## src/design/qirq_defs.svh

```systemverilog
`ifndef QIRQ_DEFS_SVH
`define QIRQ_DEFS_SVH
// ****************************************
// register offsets
// ****************************************
`define QIRQ_OFF_ENABLE_SET 12'h304
`define QIRQ_OFF_ENABLE_CLEAR 12'h308
`define QIRQ_OFF_EVENT_STATUS 12'h30c
`define QIRQ_OFF_EVENT_MASK 12'h310
`define QIRQ_OFF_REPORT_PERIOD 12'h314
// ****************************************
// field positions and reset values
// ****************************************
`define QIRQ_BIT_SAMPLE 0
`define QIRQ_BIT_REPORT 1
`define QIRQ_BIT_OVERFLOW 2
`define QIRQ_BIT_DOUBLE 3
`define QIRQ_BIT_STOPPED 4
`define QIRQ_NUM_EVENTS 5
`define QIRQ_RST_ENABLE 5'h00
`define QIRQ_RST_MASK 5'h1f
`define QIRQ_RST_PERIOD 3'h0
`endif

```

## src/design/qirq_pkg.sv

```systemverilog
package qirq_pkg;
   typedef struct packed {
      logic [11:0] paddr;
      logic psel;
      logic penable;
      logic pwrite;
      logic [31:0] pwdata;
   } apb_req_t;

   typedef struct packed {
      logic sample;
      logic report_tick;
      logic overflow;
      logic stopped;
      logic motion_nz;
      logic double_nz;
   } core_evt_t;

   typedef enum logic [1:0] {
      APB_IDLE = 2'b00,
      APB_ACCESS = 2'b01
   } apb_state_t;
endpackage

```

## src/design/quadrature_irq_enable.sv

```systemverilog
// Functional notes
// - set register: bits 0-4 per event, write 1 enables, read shows enable
// - clear register: same bits, write 1 disables, read shows enable
// - report event fires at period end only when motion accumulator nonzero
// - no report event when no motion since accumulator cleared
// - double event fires at period end only when double accumulator nonzero
// - double event only after a double transition since last clear
// - stopped event raised when the decoder stops; fifth interrupt source
//
// Local design decision: register access over APB.
`include "qirq_defs.svh"
module quadrature_irq_enable #(
   parameter int NUM_EVENTS = `QIRQ_NUM_EVENTS
) (
   input wire logic core_clk,
   input wire logic nrst,
   input wire logic [11:0] paddr,
   input wire logic psel,
   input wire logic penable,
   input wire logic pwrite,
   input wire logic [31:0] pwdata,
   output logic [31:0] prdata,
   output logic pready,
   output logic pslverr,
   input wire logic sample_ready_event,
   input wire logic report_period_tick,
   input wire logic accumulator_overflow_event,
   input wire logic decoder_stopped,
   input wire logic motion_accumulator_nonzero,
   input wire logic double_transition_accumulator_nonzero,
   output logic [2:0] report_period_setting,
   output logic [4:0] event_flags,
   output logic irq
);
   // ****************************************
   // state
   // ****************************************
   typedef struct packed {
      logic [4:0] enable;
      logic [4:0] status;
      logic [4:0] mask;
      logic [2:0] period;
      logic irq;
   } top_state_t;

   top_state_t st;
   top_state_t next_st;
   qirq_pkg::apb_req_t req;
   qirq_pkg::core_evt_t core_evt;
   logic wr_stb;
   logic rd_stb;
   logic [11:0] acc_addr;
   logic [4:0] evt_pulse;
   logic [4:0] wbits;

   assign req = '{paddr: paddr, psel: psel, penable: penable, pwrite: pwrite, pwdata: pwdata};
   assign core_evt = '{sample: sample_ready_event, report_tick: report_period_tick,
                       overflow: accumulator_overflow_event, stopped: decoder_stopped,
                       motion_nz: motion_accumulator_nonzero,
                       double_nz: double_transition_accumulator_nonzero};
   assign wbits = pwdata[4:0];

   // ****************************************
   // submodules
   // ****************************************
   qirq_apb_slave u_slave (
      .core_clk(core_clk),
      .nrst(nrst),
      .req(req),
      .pready(pready),
      .pslverr(pslverr),
      .wr_stb(wr_stb),
      .rd_stb(rd_stb),
      .acc_addr(acc_addr)
   );

   qirq_report_gate u_gate (
      .core_clk(core_clk),
      .nrst(nrst),
      .evt_in(core_evt),
      .evt_pulse(evt_pulse)
   );

   // ****************************************
   // register file and interrupt
   // ****************************************
   always_comb begin
      next_st = st;
      // a read of the status register clears it, but a new event wins
      if (rd_stb && acc_addr == `QIRQ_OFF_EVENT_STATUS) begin
         next_st.status = '0;
      end
      next_st.status = next_st.status | evt_pulse;
      if (wr_stb) begin
         case (acc_addr)
            `QIRQ_OFF_ENABLE_SET: next_st.enable = st.enable | wbits;
            `QIRQ_OFF_ENABLE_CLEAR: next_st.enable = st.enable & ~wbits;
            `QIRQ_OFF_EVENT_MASK: next_st.mask = wbits;
            `QIRQ_OFF_REPORT_PERIOD: next_st.period = pwdata[2:0];
            default: next_st.enable = st.enable;
         endcase
      end
      next_st.irq = |(next_st.status & next_st.enable & next_st.mask);
   end

   always_ff @(posedge core_clk or negedge nrst) begin
      if (!nrst) begin
         st <= '{enable: `QIRQ_RST_ENABLE, status: 5'h00, mask: `QIRQ_RST_MASK,
                 period: `QIRQ_RST_PERIOD, irq: 1'b0};
      end else begin
         st <= next_st;
      end
   end

   // read mux straight off the registers: it stands through the whole access
   // cycle, which lets pready answer with no wait state
   always_comb begin
      prdata = 32'h0000_0000;
      case (acc_addr)
         // both registers read back the one shared enable state
         `QIRQ_OFF_ENABLE_SET: prdata = {27'h0, st.enable};
         `QIRQ_OFF_ENABLE_CLEAR: prdata = {27'h0, st.enable};
         `QIRQ_OFF_EVENT_STATUS: prdata = {27'h0, st.status};
         `QIRQ_OFF_EVENT_MASK: prdata = {27'h0, st.mask};
         `QIRQ_OFF_REPORT_PERIOD: prdata = {29'h0, st.period};
         default: prdata = 32'h0000_0000;
      endcase
   end

   assign irq = st.irq;
   assign event_flags = st.status;
   assign report_period_setting = st.period;

   // ****************************************
   // assertions
   // ****************************************
   property p_set_w1s;
      @(posedge core_clk) disable iff (!nrst)
      wr_stb && acc_addr == `QIRQ_OFF_ENABLE_SET |=> (st.enable & $past(wbits)) == $past(wbits);
   endproperty
   a_set_w1s: assert property (p_set_w1s) else $error("set write did not enable");

   property p_set_keep;
      @(posedge core_clk) disable iff (!nrst)
      wr_stb && acc_addr == `QIRQ_OFF_ENABLE_SET |=> (st.enable & $past(st.enable)) == $past(st.enable);
   endproperty
   a_set_keep: assert property (p_set_keep) else $error("set write cleared an enable");

   property p_clr_w1c;
      @(posedge core_clk) disable iff (!nrst)
      wr_stb && acc_addr == `QIRQ_OFF_ENABLE_CLEAR |=> (st.enable & $past(wbits)) == 5'h00;
   endproperty
   a_clr_w1c: assert property (p_clr_w1c) else $error("clear write did not disable");

   property p_clr_read;
      @(posedge core_clk) disable iff (!nrst)
      pready && !pwrite && paddr == `QIRQ_OFF_ENABLE_CLEAR |-> prdata == {27'h0, st.enable};
   endproperty
   a_clr_read: assert property (p_clr_read) else $error("clear readback wrong");

   property p_irq_level;
      @(posedge core_clk) disable iff (!nrst)
      ##1 irq == |(st.status & st.enable & st.mask);
   endproperty
   a_irq_level: assert property (p_irq_level) else $error("irq disagrees with flags");

   property p_evt_sticky;
      @(posedge core_clk) disable iff (!nrst)
      |evt_pulse |=> (event_flags & $past(evt_pulse)) == $past(evt_pulse);
   endproperty
   a_evt_sticky: assert property (p_evt_sticky) else $error("event flag lost");

   property p_stop_irq;
      @(posedge core_clk) disable iff (!nrst)
      decoder_stopped && st.enable[`QIRQ_BIT_STOPPED] && st.mask[`QIRQ_BIT_STOPPED] && !wr_stb
         |-> ##2 irq;
   endproperty
   a_stop_irq: assert property (p_stop_irq) else $error("stopped gave no irq");

   c_set: cover property (@(posedge core_clk) wr_stb && acc_addr == `QIRQ_OFF_ENABLE_SET);
   c_clr: cover property (@(posedge core_clk) wr_stb && acc_addr == `QIRQ_OFF_ENABLE_CLEAR);
   c_irq: cover property (@(posedge core_clk) $rose(irq));
   c_rdclr: cover property (@(posedge core_clk) rd_stb && acc_addr == `QIRQ_OFF_EVENT_STATUS && irq);
endmodule

```

## src/design/qirq_report_gate.sv

```systemverilog
`include "qirq_defs.svh"
// ****************************************
// report-period qualification of accumulator events
// ****************************************
module qirq_report_gate (
   input wire logic core_clk,
   input wire logic nrst,
   input wire qirq_pkg::core_evt_t evt_in,
   output logic [4:0] evt_pulse
);
   typedef struct packed {
      logic [4:0] pulse;
   } gate_state_t;

   gate_state_t st;
   gate_state_t next_st;

   always_comb begin
      next_st = st;
      next_st.pulse[`QIRQ_BIT_SAMPLE] = evt_in.sample;
      // empty accumulator at period end means no motion since last clear
      next_st.pulse[`QIRQ_BIT_REPORT] = evt_in.report_tick & evt_in.motion_nz;
      next_st.pulse[`QIRQ_BIT_OVERFLOW] = evt_in.overflow;
      next_st.pulse[`QIRQ_BIT_DOUBLE] = evt_in.report_tick & evt_in.double_nz;
      next_st.pulse[`QIRQ_BIT_STOPPED] = evt_in.stopped;
   end

   always_ff @(posedge core_clk or negedge nrst) begin
      if (!nrst) begin
         st <= '0;
      end else begin
         st <= next_st;
      end
   end

   assign evt_pulse = st.pulse;

   property p_report_gate;
      @(posedge core_clk) disable iff (!nrst)
      evt_in.report_tick && !evt_in.motion_nz |=> !evt_pulse[`QIRQ_BIT_REPORT];
   endproperty
   a_report_gate: assert property (p_report_gate) else $error("report fired on empty accumulator");

   property p_report_fire;
      @(posedge core_clk) disable iff (!nrst)
      evt_in.report_tick && evt_in.motion_nz |=> evt_pulse[`QIRQ_BIT_REPORT];
   endproperty
   a_report_fire: assert property (p_report_fire) else $error("report event missing");

   property p_double_fire;
      @(posedge core_clk) disable iff (!nrst)
      evt_in.report_tick && evt_in.double_nz |=> evt_pulse[`QIRQ_BIT_DOUBLE];
   endproperty
   a_double_fire: assert property (p_double_fire) else $error("double event missing");

   property p_double_gate;
      @(posedge core_clk) disable iff (!nrst)
      $rose(evt_pulse[`QIRQ_BIT_DOUBLE]) |-> $past(evt_in.double_nz);
   endproperty
   a_double_gate: assert property (p_double_gate) else $error("double fired with no transition");

   property p_stop_pass;
      @(posedge core_clk) disable iff (!nrst)
      evt_in.stopped |=> evt_pulse[`QIRQ_BIT_STOPPED];
   endproperty
   a_stop_pass: assert property (p_stop_pass) else $error("stopped event lost");
endmodule

```

## src/design/qirq_apb_slave.sv

```systemverilog
`include "qirq_defs.svh"
// ****************************************
// apb slave front end, zero wait states
// ****************************************
module qirq_apb_slave (
   input wire logic core_clk,
   input wire logic nrst,
   input wire qirq_pkg::apb_req_t req,
   output logic pready,
   output logic pslverr,
   output logic wr_stb,
   output logic rd_stb,
   output logic [11:0] acc_addr
);
   typedef struct packed {
      qirq_pkg::apb_state_t phase;
   } slv_state_t;

   slv_state_t st;
   slv_state_t next_st;
   logic mapped;

   always_comb begin
      next_st = st;
      case (st.phase)
         qirq_pkg::APB_IDLE: begin
            if (req.psel && !req.penable) begin
               next_st.phase = qirq_pkg::APB_ACCESS;
            end
         end
         qirq_pkg::APB_ACCESS: begin
            next_st.phase = qirq_pkg::APB_IDLE;
         end
         default: begin
            next_st.phase = qirq_pkg::APB_IDLE;
         end
      endcase
   end

   always_ff @(posedge core_clk or negedge nrst) begin
      if (!nrst) begin
         st <= '{phase: qirq_pkg::APB_IDLE};
      end else begin
         st <= next_st;
      end
   end

   always_comb begin
      case (req.paddr)
         `QIRQ_OFF_ENABLE_SET,
         `QIRQ_OFF_ENABLE_CLEAR,
         `QIRQ_OFF_EVENT_STATUS,
         `QIRQ_OFF_EVENT_MASK,
         `QIRQ_OFF_REPORT_PERIOD: mapped = 1'b1;
         default: mapped = 1'b0;
      endcase
   end

   // answer in the first access cycle; an access phase with no setup before it gets no answer
   assign pready = req.psel & req.penable & (st.phase == qirq_pkg::APB_ACCESS);
   assign pslverr = pready & ~mapped;
   assign wr_stb = pready & req.pwrite & mapped;
   assign rd_stb = pready & ~req.pwrite & mapped;
   assign acc_addr = req.paddr;
endmodule

```

## config.mk

```make
export PLATFORM = sky130hd
export DESIGN_NAME = quadrature_irq_enable
export DESIGN_NICKNAME = d
export VERILOG_FILES = /design/src/design/qirq_pkg.sv /design/src/design/quadrature_irq_enable.sv /design/src/design/qirq_report_gate.sv /design/src/design/qirq_apb_slave.sv
export VERILOG_INCLUDE_DIRS = /design/src /design/src/design
export SDC_FILE = /design/constraint.sdc
export NUM_CORES = 1
export LEC_CHECK = 0
export BUFFER_PORTS_ARGS = -buffer_cell sky130_fd_sc_hd__buf_2
export CAP_MARGIN = 0
export CORE_ASPECT_RATIO = 0.8
export CORE_MARGIN = 5
export CORE_UTILIZATION = 38
export CTS_CLUSTER_DIAMETER = 40
export DETAILED_ROUTE_END_ITERATION = 6
export PLACE_DENSITY = 0.86
export SYNTH_ARGS = -nofsm -noshare
export SYNTH_HDL_FRONTEND = slang
export SYNTH_SLANG_ARGS = --single-unit
```

## constraint.sdc

```tcl
create_clock -name core_clk -period 1.8 [get_ports core_clk]
set_clock_uncertainty 0.05 [all_clocks]
set_input_delay 0.36 -clock core_clk [delete_from_list [all_inputs] [get_ports core_clk]]
set_output_delay 0.36 -clock core_clk [all_outputs]
set_load 0.03 [all_outputs]
```

==> metrics.cfg, run 1 <==
[synth]
syn_inst = 153
synth.cell_area_um2 = 1560
synth-seq-cells = 25
yosysSeqAreaShare = 0.405
synth-main-ff-cell = dfrtp_1
synth_top_cell_area_share = 0.321
postSynth.asyncResetShare = 1.00
syn_area_per_cell_um2 = 10.2
synth_edf_count = 0
yosysWarnings = 0
yosysTopAreaCell = dfrtp_1
synth_area_leaders = dfrtp_1, buf_4, dfstp_2, mux2_2, a22oi_1
ys_types = 41

[floorplanning]
die_width_um = 81.6
rows = 20
core-area_um2 = 3880
io_pins = 98
start_util = 0.402
die_h_um = 67.3
die_area_um2 = 5500

[clock_network]
cts-root-buf = clkbuf_8
clk_latency_ns = 0.28
clk_path_buf_depth = 2
cts_tree = done
clock_sinks = 25
clk_pin_slew_ns = 0.09
numCtsBuffers = 3
htreeDepth = 1
hold_buffers = 0

[run_status]
violations = setup timing
status = finished, violations left

[layout]
fin_nets = 278
fin_cells = 277
final_cell_mix = buf_4, buf_2, conb_1
diodes = 0
final_core_util = 0.549
area_delta_synth_final_pct = 36.5
final.fill_count = 343
drive_above_1_share = 0.559
final_common_cell = buf_4

[global_route]
grt_max_degree = 26
first_global_vias = 1261
grt_use_total = 0.143
antenna_found_initial = 0
grt_pass1_wl_mm = 6.00
overflow = 0

[worst_setup_path]
worstPathCellList = mux2i_1 > o21a_1 > nor3_4 > buf_6
cpMaxStageDelayCell = dfstp_2
setup.reg_to_reg.worst_slack_ns = -0.02
max_stage_delay_ns = 0.55
path_max_fanout = 2
arrival_ns = 1.50
rr_endpoint = irq
start_kind = flip-flop
required_ns = 1.39
r2r-start = u_slave.st[0]
end_kind = output pin
reg2regPathDepth = 8
critPathKind = reg -> out

[sta]
fin_crit_sh = 1.06
relSlewSlack = 0.631
final_hold_viol_count = 0
fin_ws_ns = -0.114
timing.fmax_mhz = 523
setup_viol = 7
finalMaxSlewViolations = 0
grt_setup_unrepaired = yes
worst_slew_pin_slew_ns = 0.553
post-route-min-period_ns = 1.91

[place]
dp_hpwl_mm = 3.02
place_ws_ns = -0.360
port_buffers = 43
dp_cells = 263
gp_congestion = 0.855

[drt]
vias = 1307
drt-vias-per-instance = 4.72
wirelength_mm = 3.91
wl_per_cell_um = 14.1
drc_errors = 0
drt_iter0_markers = 56
ant_nets = 0
dr.pass1.iters = 4

[pwr]
p_per_area_nw_per_um2 = 537
p_leak_nw = 1.02
vdd_drop_max_uv = 506
power_mw = 1.14

[job]
max_cap_viol_count = 0

[hold_path]
holdCritPathClass = in -> async

[worst max-delay path: cells and delay by family (launching register included)]
kind | cells | cell delay (ns)
AOI/OAI and AO/OA | 1 | 0.22
DFF | 1 | 0.55
muxes | 1 | 0.09
buffers and inverters | 1 | 0.15
and+or+nand+nor | 1 | 0.21
[synth_stat cells, types with 3 or more instances]
cell type,count
a22oi_1,7
a21o_2,3
a22o_1,5
nand3_1,9
and2_1,3
buf_4,36
mux2_2,10
a21oi_1,4
dfstp_2,5
nand2_1,5
nor2b_1,5
nor2_1,7
dfrtp_1,20
[where the power goes]
| group | internal [mW] | total (mW) | switching (mW) |
|---|---|---|---|
| clock | 0.162 | 0.357 | 0.194 |
| combinational | 0.0713 | 0.216 | 0.145 |
| sequential | 0.569 | 0.571 | 0.00229 |
[worst max path at each step]
stage          slack (ns)   endpoint      start  depth (start not counted)
2_1_floorplan       -0.18    pslverr   paddr[4]                          4
3_3_place_gp        -0.28        irq  paddr[10]                          7
3_5_place_dp        -0.36        irq  paddr[10]                          7
4_1_cts             -0.09  prdata[0]      st[4]                          4
5_1_grt             -0.16  prdata[0]      st[4]                          4
6_report            -0.11  prdata[0]      st[4]                          4
[layout make-up]
cell class	count	area [um2]	area share
multi-input combinational	112	830	0.390
sequential	25	632	0.297
timing repair buffer	79	542	0.254
tap	55	68.8	0.0323
clock buffer	3	41.3	0.0194
clock inverter	1	8.76	0.00411
inverter	2	7.51	0.00353
[repair_timing]
item | 4_1_cts | 5_1_grt
buffers inserted | 8 | 2
gates resized for setup | 30 | 9
setup endpoints to repair | 7 | 7
gates cloned | 0 | 0
pin swaps | 7 | 9
[through the flow]
stage	hold WS, ns	setup TNS, ns	cell area, um2
2_1_floorplan	0.0144	-0.639	1660
3_3_place_gp	0.317	-2.04	1850
3_5_place_dp	0.332	-2.61	1850
4_1_cts	0.0211	-0.416	2080
5_1_grt	0.0476	-0.893	2130
6_report	0.0115	-0.450	2130
[sequential cells by signal (all words and copies together), names as in the netlist]
register,flops
u_slave.st,1
u_gate.evt_pulse,5
st,10
irq,1
event_flags,5
report_period_setting,3
[per-layer routing]
layer  track usage  part of all wire
met2         0.236              0.45
met4        0.0187            0.0049
met3        0.0307             0.089
met5             0                 0
met1         0.197              0.45
[cells by family (layout without fill, tap and decap cells)]
kind of cell | after synthesis | in the layout | synth area share
flip-flops | 25 | 25 | 0.405
AND/OR/NAND/NOR | 45 | 45 | 0.182
buffers and inverters | 42 | 85 | 0.194
AO/OA/AOI/OAI | 29 | 29 | 0.138
other | 1 | 27 | 0.00240
multiplexers | 11 | 11 | 0.0786
Note: power is estimated with default switching activity, not from simulation.
==> inputs of run 2 (changes only) <==
--- a/config.mk
+++ b/config.mk
@@ -10,10 +10,11 @@
 export CAP_MARGIN = 0
 export CORE_ASPECT_RATIO = 0.8
 export CORE_MARGIN = 5
-export CORE_UTILIZATION = 38
+export CORE_UTILIZATION = 40
 export CTS_CLUSTER_DIAMETER = 40
 export DETAILED_ROUTE_END_ITERATION = 6
-export PLACE_DENSITY = 0.86
+export PLACE_DENSITY = 0.88
 export SYNTH_ARGS = -nofsm -noshare
 export SYNTH_HDL_FRONTEND = slang
+export SYNTH_HIERARCHICAL = 1
 export SYNTH_SLANG_ARGS = --single-unit
==> run 2 against run 1 <==
Compared with the run above: the flow still finishes with violations (setup timing); die area grew 4.2%; sequential power up 2%; critical path depth rose by 6; combinational power rose by 16%; clock-buffer cell count grew 1; cell area grew 12%; critical endpoint is now irq.
==> metrics.cfg, run 2 <==
[run_status]
status = finished, violations left  ; unchanged
violations = setup timing  ; unchanged

[layout]
largest-register = st  ; unchanged
diodes = 0  ; unchanged
final_common_cell = buf_2  ; was buf_4
final_cell_area_um2 = 2390  ; was 2130 um2
area_delta_synth_final_pct = 38.8  ; was 36.5%
fin_nets = 294  ; was 278
fin_cells = 295  ; was 277
final.fill_count = 334  ; was 343
final_cell_mix = buf_2, conb_1, buf_4  ; was buf_4, buf_2, conb_1
drive_above_1_share = 0.571  ; was 0.559
largest_reg_flops = 10  ; unchanged

[sta]
hold-worst-slack_ns = 0.0125  ; was 0.0115 ns
relSlewSlack = 0.636  ; was 0.631
fin_ws_ns = -0.350  ; was -0.114 ns
worst_slew_pin_slew_ns = 0.546  ; was 0.553 ns
post-route-min-period_ns = 2.15  ; was 1.91 ns
grt_setup_unrepaired = yes  ; unchanged
timing.fmax_mhz = 465  ; was 523 MHz
finalMaxSlewViolations = 0  ; unchanged
fin_crit_sh = 1.19  ; was 1.06
final_hold_viol_count = 0  ; unchanged
setup_viol = 18  ; was 7

[synth]
yosysSeqAreaShare = 0.367  ; was 0.405
yosysWarnings = 6  ; was 0
synth_edf_count = 0  ; unchanged
synth_top_cell_area_share = 0.290  ; was 0.321
synth-main-ff-cell = dfrtp_1  ; unchanged
syn_inst = 177  ; was 153
synth.cell_area_um2 = 1720  ; was 1560 um2
ys_types = 46  ; was 41
yosysMostFrequentCell = buf_4  ; unchanged
yosysTopAreaCell = dfrtp_1  ; unchanged
postSynth.asyncResetShare = 1.00  ; unchanged
syn_area_per_cell_um2 = 9.73  ; was 10.2 um2
synthTopCellsByCount = buf_4, dfrtp_1, nand2_1, nor2_1  ; was buf_4, dfrtp_1, mux2_2, nand3_1
synth-seq-cells = 25  ; unchanged
synth_area_leaders = dfrtp_1, buf_4, dfstp_2, mux2_2, a21o_1  ; was dfrtp_1, buf_4, dfstp_2, mux2_2, a22oi_1

[worst_setup_path]
start_kind = input port  ; was flip-flop
rr_endpoint = irq  ; unchanged
end_kind = flip-flop  ; was output pin
arrival_ns = 2.25  ; was 1.50 ns
max_stage_delay_ns = 0.31  ; was 0.55 ns
path_max_fanout = 5  ; was 2
critPathKind = in -> reg  ; was reg -> out
critPathBufInv = 2  ; was 1
cpMaxStageDelayCell = mux2_4  ; was dfstp_2
worstPathCellList = buf_6 > nand4bb_4 > a2111oi_4 > and4_4 > and4bb_1 > nand4_1 > buf_6 > mux2_4 > a32oi_1 > nand4_1  ; was mux2i_1 > o21a_1 > nor3_4 > buf_6
setup.reg_to_reg.worst_slack_ns = -0.21  ; was -0.02 ns
r2r-start = u_slave/st[0]  ; was u_slave.st[0]
required_ns = 1.90  ; was 1.39 ns
crit_family = simple AND/OR/NAND/NOR gates  ; was flip-flops
reg2regPathDepth = 10  ; was 8

[pwr]
p_sw_mw = 0.351  ; was 0.341 mW
power_mw = 1.17  ; was 1.14 mW
vdd_drop_max_uv = 346  ; was 506 uV
p_leak_nw = 1.14  ; was 1.02 nW
seqPwrFrac = 0.499  ; about the same
p_int_mw = 0.820  ; was 0.803 mW
netSwitchingFraction = 0.300  ; was 0.298
clkPwrFrac = 0.287  ; was 0.312
p_per_area_nw_per_um2 = 490  ; was 537 nW/um2
comb_power_share = 0.214  ; was 0.189

[floorplanning]
core-area_um2 = 4180  ; was 3880 um2
die_area_um2 = 5730  ; was 5500 um2
die_width_um = 83.4  ; was 81.6 um
die_h_um = 68.7  ; was 67.3 um
start_util = 0.412  ; was 0.402
rows = 21  ; was 20
io_pins = 98  ; unchanged

[global_route]
grt_use_total = 0.163  ; was 0.143
antenna_found_initial = 0  ; unchanged
grt_pass1_wl_mm = 7.28  ; was 6.00 mm
first_global_vias = 1444  ; was 1,261
grt_max_degree = 26  ; unchanged
overflow = 0  ; unchanged

[drt]
dr.pass1.iters = 4  ; unchanged
wirelength_mm = 4.77  ; was 3.91 mm
vias = 1463  ; was 1,307
ant_nets = 0  ; unchanged
drt-vias-per-instance = 4.96  ; was 4.72
drc_errors = 0  ; unchanged
wl_per_cell_um = 16.2  ; was 14.1 um
drt_iter0_markers = 151  ; was 56

[clock_network]
hold_buffers = 0  ; unchanged
clock_sinks = 25  ; unchanged
htreeDepth = 1  ; unchanged
clk_latency_ns = 0.27  ; was 0.28 ns
clk_path_buf_depth = 2  ; unchanged
cts-root-buf = clkbuf_8  ; unchanged
clk_pin_slew_ns = 0.08  ; was 0.09 ns
cts_tree = done  ; unchanged
numCtsBuffers = 3  ; unchanged

[place]
port_buffers = 43  ; unchanged
dp_cells = 286  ; was 263
placed_area_um2 = 2030  ; was 1850 um2
gp_congestion = 0.974  ; was 0.855
dp_hpwl_mm = 3.38  ; was 3.02 mm

[job]
max_cap_viol_count = 0  ; unchanged

[hold_path]
holdCritPathClass = in -> async  ; unchanged

run 2: changes by cell type after synthesis, sizes merged, moves of 3 or more:
cell	change
nand3	-5
a22oi	-6
a221o	+3
nand4	+3
buf	+11
a22o	-4
inv	+5
and3	+3
nor2b	-3
nand2	+7
run 2: worst register-to-register path: cells and delay by family, from the launching register on:
| family | cells | cell delay (ns) |
|---|---|---|
| AOI/OAI and AO/OA | 3 | 0.60 |
| buffers and inverters | 2 | 0.21 |
| DFF | 1 | 0.39 |
| and+or+nand+nor | 5 | 0.66 |
run 2: cells by family (layout without fill, tap and decap cells):
| group | Yosys count | after routing | share of synthesized area |
|---|---|---|---|
| flip-flops | 25 | 25 | 0.367 |
| multiplexers | 10 | 10 | 0.0661 |
| AO/OA/AOI/OAI | 28 | 28 | 0.135 |
| XOR/XNOR | 1 | 1 | 0.00508 |
| buffers and inverters | 57 | 92 | 0.230 |
| AND/OR/NAND/NOR | 55 | 55 | 0.195 |
| other | 1 | 27 | 0.00218 |
run 2: metrics by stage:
| step | utilization | TNS [ns] | setup WS [ns] |
|---|---|---|---|
| 3_5_place_dp | 0.486 | -8.22 | -0.739 |
| 4_1_cts | 0.545 | -2.14 | -0.320 |
| 3_3_place_gp | 0.486 | -7.93 | -0.782 |
| 6_report | 0.572 | -2.44 | -0.350 |
| 2_1_floorplan | - | -2.34 | -0.460 |
| 5_1_grt | 0.572 | -3.45 | -0.412 |
run 2: area by class of cell:
| class | instances | area, um2 | share of cell area |
|---|---|---|---|
| Timing Repair Buffer | 81 | 617 | 0.258 |
| Inverter | 7 | 26.3 | 0.0110 |
| Tap cell | 57 | 71.3 | 0.0298 |
| Clock buffer | 4 | 45.0 | 0.0188 |
| Sequential cell | 25 | 632 | 0.264 |
| Multi-Input combinational cell | 121 | 1000 | 0.418 |
run 2: worst max-delay path by stage:
| stage | from | endpoint | slack (ns) | depth (start not counted) |
|---|---|---|---|---|
| 2_1_floorplan | paddr[11] | irq | -0.46 | 9 |
| 3_5_place_dp | paddr[11] | irq | -0.74 | 10 |
| 3_3_place_gp | paddr[11] | irq | -0.78 | 10 |
| 4_1_cts | paddr[10] | prdata[3] | -0.32 | 8 |
| 6_report | paddr[11] | irq | -0.35 | 10 |
| 5_1_grt | paddr[11] | irq | -0.41 | 12 |
run 2: routing by layer:
layer,track usage,vias up,part of all wire
met4,0.0429,0,0.0052
met1,0.213,704,0.39
met3,0.0392,5,0.082
met5,0,-,0
met2,0.276,65,0.52
li1,-,689,-
run 2: repair_timing:
action / in CTS / in global routing
endpoints found under the setup margin: 19 / 19
resized for setup: 42 / 26
pin swaps: 13 / 12
buffers inserted: 4 / 2
run 2: power groups by stage:
stage / logic, mW / registers (mW) / clock network (mW)
after CTS: 0.231 / 0.582 / 0.337
final: 0.251 / 0.584 / 0.336
after global placement: 0.205 / 0.593 / 0
after global routing: 0.268 / 0.584 / 0.370
after floorplan: 0.185 / 0.590 / 0
after detailed placement: 0.208 / 0.592 / 0
